<file path="src/design/xops_defs.svh">
// Constants for the external-control, barrier, sign-extend and xnor execute unit.
// Assumes inclusion by bare name; definitions only.
`ifndef XOPS_DEFS_SVH
`define XOPS_DEFS_SVH
`define PRIMARY_OP          6'h1f
`define XO_EXT_IN           10'h136
`define XO_EXT_OUT          10'h1b6
`define XO_BARRIER          10'h356
`define XO_SEXT_WORD        10'h3da
`define XO_XNOR             10'h11c
`define XO_SEXT_BYTE        10'h3ba
`define OPC_MSB             31
`define OPC_LSB             26
`define RT_MSB              25
`define RT_LSB              21
`define RA_MSB              20
`define RA_LSB              16
`define RB_MSB              15
`define RB_LSB              11
`define XO_MSB              10
`define XO_LSB              1
`define RC_POS              0
`define WORD_ALIGN_BITS     2
`endif

</file>
<file path="src/design/xops_pkg.sv">
// Types shared by the execute unit and its surroundings.
// Assumes xops_defs.svh supplies the numeric constants.
package xops_pkg;
	typedef enum logic [3:0] {
		ST_IDLE  = 4'b0001,
		ST_EXT   = 4'b0010,
		ST_DRAIN = 4'b0100,
		ST_DONE  = 4'b1000
	} exec_state_t;
	typedef logic [4:0] gpr_idx_t;
endpackage : xops_pkg

</file>
<file path="src/design/ext_ctl_io_and_logic_ops.sv">
// Execute unit for external-control load/store, I/O barrier, sign extends and xnor.
// Assumes a core that issues one decoded word with operands read, and a memory
// system that reports outstanding cache-inhibited accesses.
//
// How it works
// - Location is index alone when base field zero
// - Load-in sends uncached load, writes returned word
// - Store-out sends uncached store with source data
// - Protection sees load-in as load, store-out store
// - Barrier waits until earlier cache-inhibited accesses complete
// - Barrier only waits on cache-inhibited accesses
// - Barrier leaves condition field and exceptions alone
// - Word extend records flags when record set; carry marked affected
// - Word extend illegal on 32-bit implementations
// - Xnor writes complement of source xor index
// - Byte extend records flags when record set
//
// Chosen here: the strobed register access.
`timescale 1ns/1ps
`include "xops_defs.svh"
module ext_ctl_io_and_logic_ops #(
	parameter int XLEN = 64                          // Implementation width, 32 or 64
) (
	input  wire logic                 clock,
	input  wire logic                 reset,
	input  wire logic                 clock_enable,
	input  wire logic                 issue_valid,     // Instruction offered
	input  wire logic [31:0]          instr_word,      // Raw instruction
	input  wire logic [XLEN-1:0]      base_val,        // Base GPR contents
	input  wire logic [XLEN-1:0]      index_val,       // Index GPR contents
	input  wire logic [XLEN-1:0]      store_src_val,   // Source GPR contents
	input  wire logic                 xtrnl_accss_flag,// External access enable
	input  wire logic [5:0]           target_unit_id,  // Controller identifier
	input  wire logic                 summary_ovf,     // Exception summary overflow
	input  wire logic [XLEN-1:0]      real_addr_in,    // Translated address from MMU
	input  wire logic                 ext_ack,         // Controller finished
	input  wire logic [31:0]          ext_rdata,       // Controller returned word
	input  wire logic                 ci_pending,      // Earlier cache-inhibited access open
	input  wire logic                 irq_clear_wr,    // Write-one-to-clear strobe
	input  wire logic [2:0]           irq_clear_data,  // Bits to clear
	input  wire logic                 irq_mask_wr,     // Mask write strobe
	input  wire logic [2:0]           irq_mask_data,   // New mask
	output logic                      issue_ready,     // Unit idle
	output logic [XLEN-1:0]           eff_loc,         // Location to translate
	output logic                      prot_is_store,   // Protection access kind
	output logic                      ext_req,         // Controller request
	output logic                      ext_we,          // Store request
	output logic                      ext_uncached,    // Bypass cache
	output logic [XLEN-1:0]           ext_addr,        // Real address out
	output logic [5:0]                ext_id,          // Controller selected
	output logic [XLEN-1:0]           ext_wdata,       // Store data
	output logic                      mem_hold,        // Stall later accesses
	output logic                      wb_en,           // GPR write pulse
	output xops_pkg::gpr_idx_t        wb_idx,          // GPR written
	output logic [XLEN-1:0]           wb_data,         // Value written
	output logic                      cr0_we,          // Condition field write pulse
	output logic [3:0]                cr0_val,         // Negative, positive, zero, sticky
	output logic                      carry_we,        // Carry marked affected
	output logic                      illegal_exc,     // Illegal-instruction pulse
	output logic [2:0]                irq_status,      // Sticky events
	output logic                      irq              // Level interrupt
);
	import xops_pkg::*;

	initial begin
		if (XLEN != 32 && XLEN != 64) $error("XLEN must be 32 or 64");
	end

	// Field extraction, big-endian numbering mapped onto [31:0]
	wire logic [5:0]  opc     = instr_word[`OPC_MSB:`OPC_LSB];
	wire gpr_idx_t    rt_f    = instr_word[`RT_MSB:`RT_LSB];
	wire gpr_idx_t    ra_f    = instr_word[`RA_MSB:`RA_LSB];
	wire logic [9:0]  xo      = instr_word[`XO_MSB:`XO_LSB];
	wire logic        rc      = instr_word[`RC_POS];
	wire logic        prim_ok = (opc == `PRIMARY_OP);

	// Decoded instructions
	wire logic is_in    = prim_ok && xo == `XO_EXT_IN;
	wire logic is_out   = prim_ok && xo == `XO_EXT_OUT;
	wire logic is_bar   = prim_ok && xo == `XO_BARRIER;
	wire logic is_sw    = prim_ok && xo == `XO_SEXT_WORD;
	wire logic is_xnor  = prim_ok && xo == `XO_XNOR;
	wire logic is_sb    = prim_ok && xo == `XO_SEXT_BYTE;
	wire logic sw_legal = (XLEN == 64);

	// Location: index alone when base field is zero
	wire logic [XLEN-1:0] loc = (ra_f == 5'h00) ? index_val : base_val + index_val;

	// Results of the arithmetic instructions
	wire logic [XLEN-1:0] xnor_res = ~(store_src_val ^ index_val);
	wire logic [XLEN-1:0] sb_res   = {{(XLEN-8){store_src_val[7]}}, store_src_val[7:0]};
	wire logic [XLEN-1:0] sw_res   = {{(XLEN-32){store_src_val[31]}}, store_src_val[31:0]};
	wire logic [XLEN-1:0] alu_res  = is_xnor ? xnor_res : (is_sb ? sb_res : sw_res);

	// Signed compare with zero plus sticky copy
	function automatic logic [3:0] cr_flags(input logic [XLEN-1:0] r, input logic so);
		logic neg;
		logic zer;
		neg = r[XLEN-1];
		zer = (r == '0);
		return {neg, ~neg & ~zer, zer, so};
	endfunction : cr_flags

	exec_state_t          state_reg;
	exec_state_t          state_next;
	logic                 is_store_reg;                          // Pending op is store-out
	gpr_idx_t             dest_reg;                              // Destination of load-in

	wire logic take      = clock_enable && issue_valid && state_reg == ST_IDLE;
	wire logic alu_take  = take && (is_xnor || is_sb || (is_sw && sw_legal));
	wire logic ext_take  = take && (is_in || is_out) && xtrnl_accss_flag;
	wire logic bar_take  = take && is_bar;
	wire logic ill_take  = take && (is_sw && !sw_legal);
	wire logic bar_done  = state_reg == ST_DRAIN && !ci_pending;
	wire logic ext_done  = state_reg == ST_EXT && ext_ack;
	wire logic [2:0] evt = {ill_take, bar_done, ext_done};

	// Sequencer for external access and barrier
	always_comb begin
		state_next = state_reg;
		case (state_reg)
			ST_IDLE: begin
				if (ext_take) state_next = ST_EXT;
				else if (bar_take) state_next = ST_DRAIN;
			end
			ST_EXT: begin
				if (ext_ack) state_next = ST_DONE;
			end
			ST_DRAIN: begin
				if (!ci_pending) state_next = ST_DONE;
			end
			ST_DONE: state_next = ST_IDLE;
			default: state_next = ST_IDLE;
		endcase
	end

	// State and captured operands
	always_ff @(posedge clock or posedge reset) begin
		if (reset) begin
			state_reg    <= ST_IDLE;
			is_store_reg <= 1'b0;
			dest_reg     <= '0;
		end else if (clock_enable) begin
			state_reg <= state_next;
			if (take) begin
				is_store_reg <= is_out;
				dest_reg     <= rt_f;
			end
		end
	end

	// External controller request, held until acknowledged
	always_ff @(posedge clock or posedge reset) begin
		if (reset) begin
			ext_req       <= 1'b0;
			ext_we        <= 1'b0;
			ext_uncached  <= 1'b0;
			ext_addr      <= '0;
			ext_id        <= '0;
			ext_wdata     <= '0;
			eff_loc       <= '0;
			prot_is_store <= 1'b0;
		end else if (clock_enable) begin
			if (take && (is_in || is_out)) begin
				eff_loc       <= loc;
				prot_is_store <= is_out;
			end
			if (ext_take) begin
				ext_req      <= 1'b1;
				ext_we       <= is_out;
				ext_uncached <= 1'b1;
				ext_addr     <= real_addr_in;
				ext_id       <= target_unit_id;
				ext_wdata    <= is_out ? store_src_val : '0;
			end else if (ext_done) begin
				ext_req      <= 1'b0;
				ext_uncached <= 1'b0;
			end
		end
	end

	// Barrier holds later memory accesses while draining
	always_ff @(posedge clock or posedge reset) begin
		if (reset) mem_hold <= 1'b0;
		else if (clock_enable) mem_hold <= (state_next == ST_DRAIN);
	end

	// Writeback, condition field and exception pulses; barrier drives none
	always_ff @(posedge clock or posedge reset) begin
		if (reset) begin
			wb_en       <= 1'b0;
			wb_idx      <= '0;
			wb_data     <= '0;
			cr0_we      <= 1'b0;
			cr0_val     <= '0;
			carry_we    <= 1'b0;
			illegal_exc <= 1'b0;
		end else if (clock_enable) begin
			wb_en       <= alu_take || (ext_done && !is_store_reg);
			cr0_we      <= alu_take && rc;
			carry_we    <= alu_take && is_sw;
			illegal_exc <= ill_take;
			if (alu_take) begin
				wb_idx  <= ra_f;
				wb_data <= alu_res;
				cr0_val <= cr_flags(alu_res, summary_ovf);
			end else if (ext_done && !is_store_reg) begin
				wb_idx  <= dest_reg;
				wb_data <= {{(XLEN-32){1'b0}}, ext_rdata};
			end
		end
	end

	// Ready flag and interrupt block; set wins over clear
	logic [2:0] irq_mask_reg;
	always_ff @(posedge clock or posedge reset) begin
		if (reset) begin
			issue_ready  <= 1'b1;
			irq_status   <= '0;
			irq_mask_reg <= '0;
			irq          <= 1'b0;
		end else if (clock_enable) begin
			issue_ready  <= (state_next == ST_IDLE);
			irq_status   <= evt | (irq_status & ~(irq_clear_wr ? irq_clear_data : 3'h0));
			if (irq_mask_wr) irq_mask_reg <= irq_mask_data;
			irq <= |((evt | (irq_status & ~(irq_clear_wr ? irq_clear_data : 3'h0)))
				& (irq_mask_wr ? irq_mask_data : irq_mask_reg));
		end
	end
endmodule : ext_ctl_io_and_logic_ops

</file>
<file path="config.mk">
export PLATFORM = sky130hd
export DESIGN_NAME = ext_ctl_io_and_logic_ops
export DESIGN_NICKNAME = d
export VERILOG_FILES = /design/src/design/xops_pkg.sv /design/src/design/ext_ctl_io_and_logic_ops.sv
export VERILOG_INCLUDE_DIRS = /design/src /design/src/design
export SDC_FILE = /design/constraint.sdc
export NUM_CORES = 1
export LEC_CHECK = 0
export BUFFER_PORTS_ARGS = -buffer_cell sky130_fd_sc_hd__buf_2
export CAP_MARGIN = 20
export CORE_AREA = 2 2 243 245
export DETAILED_ROUTE_END_ITERATION = 7
export DIE_AREA = 0 0 245 247
export PLACE_DENSITY_LB_ADDON = 0.12
export SYNTH_ARGS = -nofsm -noshare
export SYNTH_HDL_FRONTEND = slang
export SYNTH_SLANG_ARGS = --single-unit
</file>
<file path="constraint.sdc">
create_clock -name clock -period 13.7 [get_ports clock]
set_clock_uncertainty 0.05 [all_clocks]
set_input_delay 2.74 -clock clock [delete_from_list [all_inputs] [get_ports clock]]
set_output_delay 2.74 -clock clock [all_outputs]
set_load 0.01 [all_outputs]
</file>
==> run_results.csv, run 1 <==
group,metric,value,unit
outcome,status,"finished, final reports clean",
clock_tree,clk_pin_slew,0.05,ns
synth,avgSynthCellArea,8.99,um2
clock_tree,clockRootBuffer,"clkbuf_16",
clock_tree,cts.sinks,296,
timing,fmax,161,MHz
floorplan,die_area,60500,um2
layout,seqCellArea,7410,um2
clock_tree,clkLatencyLatePin,0.56,ns
synth,seq_area_frac_synth,43.8,%
detailed_routing,wl_met3,6.02,mm
global_routing,grt_max_degree,130,
timing,finalSetupViolations,0,
synth,syn_area,16900,um2
synth,synthAdderAreaFrac,4.78,%
layout,fill_cells,6101,
floorplan,core_area,58200,um2
global_routing,overflow,0,
synth,synthCells,1881,
timing,hold_violations,0,
detailed_routing,wl_met1,31.5,mm
layout,syn_to_final_growth,30.5,%
synth,synth-simple-area-share,16.6,%
synth,synth_top_area_share,43.5,%
layout,final_nets,2845,
synth,synth-xor-area-share,5.08,%
timing,maxSlewHeadroom,33.4,%
placement,hpwl,57.3,mm
detailed_routing,routed_wl,73.6,mm
floorplan,ios,627,
detailed_routing,wl_met2,34.3,mm
setup_path,endpoint_kind,"register",
synth,yosysMostFrequentCell,"nand2_1",
synth,synthArstFlopShare,100,%
layout,multi_input_area,8970,um2
pwr,p_per_area,106,nW/um2
pwr,total_power,2340,uW
synth,synth-compound-area-share,20.1,%
floorplan,rows,89,
timing,maxSlewViolCount,0,
global_routing,grt_first_pass_wirelength,106,mm
synth,yosys_warnings,0,
placement,port_buffers,620,
synth,synth_common_cells,"nand2_1, dfrtp_1, a21oi_1",
global_routing,antenna_found_initial,19,
detailed_routing,avgRoutedWirePerCell,22.6,um
detailed_routing,first_pass_iters,5,
synth,syn_nets,2287,
run,max_cap_viol_count,0,
timing,finalCritPeriodShare,45.2,%
clock_tree,post_cts_resized,0,
clock_tree,cts_inserted_buffers,39,
clock_tree,clk_path_buf_depth,3,
synth,ys.flop_type,"dfrtp_1",
detailed_routing,drt_iter0_drc,1058,
timing,tightest_slew,0.999,ns
synth,yosysTopAreaCell,"dfrtp_1",
timing,rsz0062_at_grt,"false",
placement,post_dp_cell_area,20600,um2
placement,gp_congestion,0.881,
synth,synth_top_family_by_area,"compound AO/OA/AOI/OAI gates",
floorplan,initial_core_util,29.0,%
layout,stdcell_area,22100,um2
pwr,leakage,0.0115,uW
clock_tree,cts_tree,"built",
setup_path,cp-start-kind,"input port",
synth,synthMuxAreaShare,6.15,%
detailed_routing,dr.max_layer_used,"met5",
synth,synth_edf_count,0,
setup_path,cp_data_required_time,14.06,ns
layout,drive_above_1_share,32.9,%
clock_tree,cts_setup_buffers,0,
global_routing,track_usage,23.4,%
synth,synthTopCellsByArea,"dfrtp_1, nand2_1, a21oi_1, o21ai_0, mux2_2",
clock_tree,htreeDepth,2,
setup_path,crit_fanout,5,
timing,final.setup.tns,0,ns
floorplan,die_height,247,um
detailed_routing,antenna_left,0,
floorplan,die_w,245,um
detailed_routing,drc,0,
setup_path,critPathArrivalTime,6.56,ns
pwr,ir_worst_vdd,0.0000743,V
global_routing,grt_pass1_vias,16200,
setup_path,crit_type,"input port to register",
hold_path,min_path_type,"register to register",
detailed_routing,vias,16600,
clock_tree,cts_hold_buf,0,
synth,synth_cell_types,74,
timing,fin_crit,6.20,ns
synth,ys_ff_latch,296,
detailed_routing,avgViaCountPerCell,5.09,
stage by stage:
stage | util, % | hold WS (ns) | worst slack (ns) | instances
CTS | 37.8 | 0.428 | 7.55 | 3240
finish | 37.9 | 0.421 | 7.50 | 3253
global route | 37.9 | 0.441 | 7.29 | 3249
global placement | 35.4 | 0.403 | 6.98 | 3169
floorplan | - | 0.406 | 2.74 | 1881
detailed placement | 35.5 | 0.415 | 6.95 | 3170
area by class of cell:
type                       count  share of cell area [%]
antenna                       12                   0.136
tap                          773                    4.38
multi-input combinational   1446                    40.6
clock inverter                21                    1.18
sequential                   296                    33.6
inverter                      18                   0.340
timing repair buffer         638                    14.7
clock buffer                  49                    5.01
final timing paths:
kind	startpoint	end	slack, ns	depth (start not counted)
worst max-delay path	index_val[0]	eff_loc[52]	7.50	14
worst min-delay path	ext_wdata[18]	ext_wdata[18]	0.42	2
worst max register to register	state_reg[3]	ext_addr[3]	9.71	7
worst min register to register	ext_wdata[18]	ext_wdata[18]	0.42	2
max in group asynchronous	reset	eff_loc[32]	9.11	4
min in group asynchronous	reset	ext_addr[35]	2.33	2
routing by layer:
| layer | global-route usage [%] | vias to the layer above |
|---|---|---|
| met4 | 6.96 | 14 |
| met5 | 0 | - |
| met2 | 38.1 | 559 |
| met3 | 6.78 | 91 |
| met1 | 30.1 | 8054 |
| li1 | - | 7848 |
where the power goes:
group	internal, uW	switching (uW)	leakage (uW)
sequential	883	4.82	0.00410
combinational	142	218	0.00669
clock	667	428	0.000672
total	1690	650	0.0115
worst max-delay path: stages:
cell,delay (ns)
buf_2,0.18
ha_1,0.27
fa_1,0.44
a21oi_1,0.22
nand4b_1,0.17
a21oi_1,0.11
o211a_1,0.25
nand2b_1,0.28
a41oi_1,0.54
o21ai_1,0.32
a21boi_0,0.45
o21ai_0,0.26
xnor2_1,0.21
o21ai_0,0.10
kinds of logic (layout without fill, tap and decap cells):
group                      Yosys count  in the layout
and+or+nand+nor                    624            624
DFF                                296            296
other                                1             13
buffers and inverters              139            726
xor gates and xnor gates            98             98
AOI/OAI and AO/OA                  569            569
muxes                               90             90
adders and majority gates           64             64
cells in the final DEF, fill, tap and decap left out, types with 5 or more instances in the layout:
cell type  count
diode_2       12
nor2b_1        6
o21bai_1      17
clkbuf_8       7
o22ai_1       27
mux2_4        10
clkinv_2       9
a21boi_0       5
nor2_1       126
buf_2        620
nor4_1        10
buf_4         17
a21oi_1      186
and3_1        19
nor3_1        14
bufinv_16      5
nand3_1       53
inv_1         17
a31oi_1       25
xnor2_1       66
o311a_1       19
a221o_1        9
ha_1          63
nand4_1       24
nand2_1      307
and2_1         7
xor2_1        32
clkbuf_16     40
a21o_1        54
o21ai_0      181
or3_1          9
mux2_2        71
dfrtp_1      294
or4_1          5
mux2i_1        9
nand2b_1       9
Note: power is estimated with default switching activity, not from simulation.
==> run 2: changes to the inputs <==
--- a/config.mk
+++ b/config.mk
@@ -6,11 +6,12 @@
 export SDC_FILE = /design/constraint.sdc
 export NUM_CORES = 1
 export LEC_CHECK = 0
+export ABC_AREA = 1
 export BUFFER_PORTS_ARGS = -buffer_cell sky130_fd_sc_hd__buf_2
 export CAP_MARGIN = 20
-export CORE_AREA = 2 2 243 245
+export CORE_AREA = 2 2 240 242
 export DETAILED_ROUTE_END_ITERATION = 7
-export DIE_AREA = 0 0 245 247
+export DIE_AREA = 0 0 242 244
 export PLACE_DENSITY_LB_ADDON = 0.12
 export SYNTH_ARGS = -nofsm -noshare
 export SYNTH_HDL_FRONTEND = slang
==> constraint.sdc (replaced) <==
create_clock -name clock -period 5.7 [get_ports clock]
set_clock_uncertainty 0.05 [all_clocks]
set_input_delay 1.14 -clock clock [delete_from_list [all_inputs] [get_ports clock]]
set_output_delay 1.14 -clock clock [all_outputs]
set_load 0.01 [all_outputs]
==> run_results.csv, run 2 <==
group,metric,value,unit
floorplan,ios,627,
timing,final.setup.tns,0,ns
synth,seq_area_frac_synth,40.0,%
setup_path,cp-start-kind,"input port",
placement,gp_congestion,0.965,
timing,finalSetupViolations,0,
timing,rsz0062_at_grt,"false",
global_routing,overflow,0,
setup_path,endpoint_kind,"register",
detailed_routing,avgViaCountPerCell,4.96,
synth,synthCells,2655,
outcome,status,"finished, final reports clean",
global_routing,grt_pass1_vias,19600,
clock_tree,clk_path_buf_depth,3,
floorplan,die_area,59000,um2
layout,layout_common_cells,"nand2_1, buf_2, dfrtp_1",
timing,fin_crit,3.78,ns
clock_tree,clk_pin_slew,0.06,ns
floorplan,die_w,242,um
pwr,leakage,0.0135,uW
synth,yosysTopAreaCell,"dfrtp_1",
clock_tree,cts_inserted_buffers,38,
detailed_routing,antenna_left,0,
pwr,ir_worst_vdd,0.000170,V
pwr,p_per_area,236,nW/um2
synth,synth_top_area_share,39.7,%
setup_path,critPathArrivalTime,4.19,ns
synth,synth_common_cells,"nand2_1, dfrtp_1, inv_1",
synth,yosys_warnings,0,
floorplan,die_height,244,um
timing,hold_violations,0,
hold_path,min_path_type,"register to register",
setup_path,cp_data_required_time,6.11,ns
timing,holdWs,0.415,ns
detailed_routing,drt_iter0_drc,1516,
clock_tree,cts.sinks,296,
placement,port_buffers,620,
floorplan,core_area,56200,um2
setup_path,crit_type,"input port to register",
global_routing,antenna_found_initial,9,
detailed_routing,first_pass_iters,6,
layout,syn_to_final_growth,26.8,%
synth,avgSynthCellArea,6.97,um2
synth,synth_cell_types,46,
global_routing,grt_first_pass_wirelength,126,mm
synth,ys_ff_latch,296,
timing,maxSlewHeadroom,37.8,%
timing,fmax,264,MHz
detailed_routing,drc,0,
timing,tightest_slew,0.933,ns
clock_tree,post_cts_resized,0,
layout,mostFrequentLayoutCell,"nand2_1",
clock_tree,clockRootBuffer,"clkbuf_16",
placement,pre_cts_ws,1.33,ns
synth,synthTopCellsByArea,"dfrtp_1, nand2_1, a21oi_1, inv_1, nor2_1",
timing,maxSlewViolCount,0,
global_routing,grt_max_degree,140,
detailed_routing,vias,20000,
timing,setup_ws,1.92,ns
clock_tree,cts_setup_buffers,0,
layout,fill_cells,6165,
run,max_cap_viol_count,0,
synth,synthArstFlopShare,100,%
synth,syn_area,18500,um2
layout,final_nets,3647,
synth,yosysMostFrequentCell,"nand2_1",
clock_tree,clkLatencyLatePin,0.56,ns
synth,syn_nets,3061,
floorplan,initial_core_util,33.0,%
floorplan,rows,87,
pwr,total_power,5540,uW
setup_path,crit_fanout,87,
placement,hpwl,70.2,mm
layout,drive_above_1_share,22.3,%
clock_tree,cts_hold_buf,0,
detailed_routing,avgRoutedWirePerCell,21.5,um
synth,ys.flop_type,"dfrtp_1",
global_routing,track_usage,28.4,%
clock_tree,cts_tree,"built",
synth,synth_edf_count,0,
detailed_routing,routed_wl,86.6,mm
timing,finalCritPeriodShare,66.4,%
clock_tree,htreeDepth,2,
-- run 2: power by group --
part / internal [uW] / switching [uW] / total (uW)
Clock: 1370 / 991 / 2360
Combinational: 342 / 684 / 1030
Sequential: 2130 / 16.7 / 2150
-- run 2: metrics by stage --
| step | util, % | cell area, um2 | instances |
|---|---|---|---|
| 2_1_floorplan | - | 18500 | 2655 |
| 3_3_place_gp | 39.6 | 22300 | 3957 |
| 3_5_place_dp | 39.6 | 22300 | 3957 |
| 4_1_cts | 41.8 | 23500 | 4024 |
| 5_1_grt | 41.8 | 23500 | 4026 |
| 6_report | 41.8 | 23500 | 4030 |
-- run 2: cells by family (layout without fill, tap and decap cells) --
| kind of cell | after synthesis | after routing | share of synthesized area [%] |
|---|---|---|---|
| and+or+nand+nor | 1317 | 1317 | 28.4 |
| muxes | 1 | 1 | 0.0541 |
| other | 1 | 7 | 0.0203 |
| buffers and inverters | 375 | 988 | 8.26 |
| DFF | 296 | 296 | 40.0 |
| adders and majority gates | 64 | 64 | 4.37 |
| xor gates and xnor gates | 82 | 82 | 3.88 |
| AOI/OAI and AO/OA | 519 | 519 | 15.0 |
-- run 2: path summary, 6_finish.rpt --
| check | from | endpoint | slack, ns | depth (start not counted) |
|---|---|---|---|---|
| worst max-delay path | clock_enable | ext_wdata[7] | 1.92 | 13 |
| worst min-delay path | ext_addr[2] | ext_addr[2] | 0.41 | 2 |
| worst max register to register | state_reg[3] | ext_wdata[7] | 2.37 | 13 |
| worst min register to register | ext_addr[2] | ext_addr[2] | 0.41 | 2 |
| max in group asynchronous | reset | ext_addr[25] | 3.71 | 4 |
| min in group asynchronous | reset | ext_wdata[35] | 0.71 | 3 |
-- run 2: routing by layer --
layer	up-vias	wire length, um	global-route usage (%)
met2	715	41800	49.0
met1	9419	36200	35.8
met4	8	3150	9.91
met5	-	49	0
met3	136	5350	4.74
li1	9693	-	-
-- run 2: area by class of cell --
| class | instances | area [um2] | share of cell area, % |
|---|---|---|---|
| Antenna cell | 6 | 15.0 | 0.0640 |
| Clock buffer | 55 | 1090 | 4.63 |
| Clock inverter | 12 | 108 | 0.458 |
| Inverter | 285 | 1080 | 4.59 |
| Multi-Input combinational cell | 1984 | 9600 | 40.9 |
| Sequential cell | 296 | 7410 | 31.6 |
| Tap cell | 756 | 946 | 4.03 |
| Timing Repair Buffer | 636 | 3240 | 13.8 |
-- run 2: worst max-delay path, cell delays in order --
cell,delay (ns)
buf_2,0.18
inv_2,0.25
nor3_4,0.07
buf_4,0.21
nand2_1,0.14
inv_2,0.05
nand2_2,0.04
buf_4,0.40
nor2_4,0.09
inv_4,0.51
buf_4,0.79
nand2_1,0.10
o21ai_0,0.11
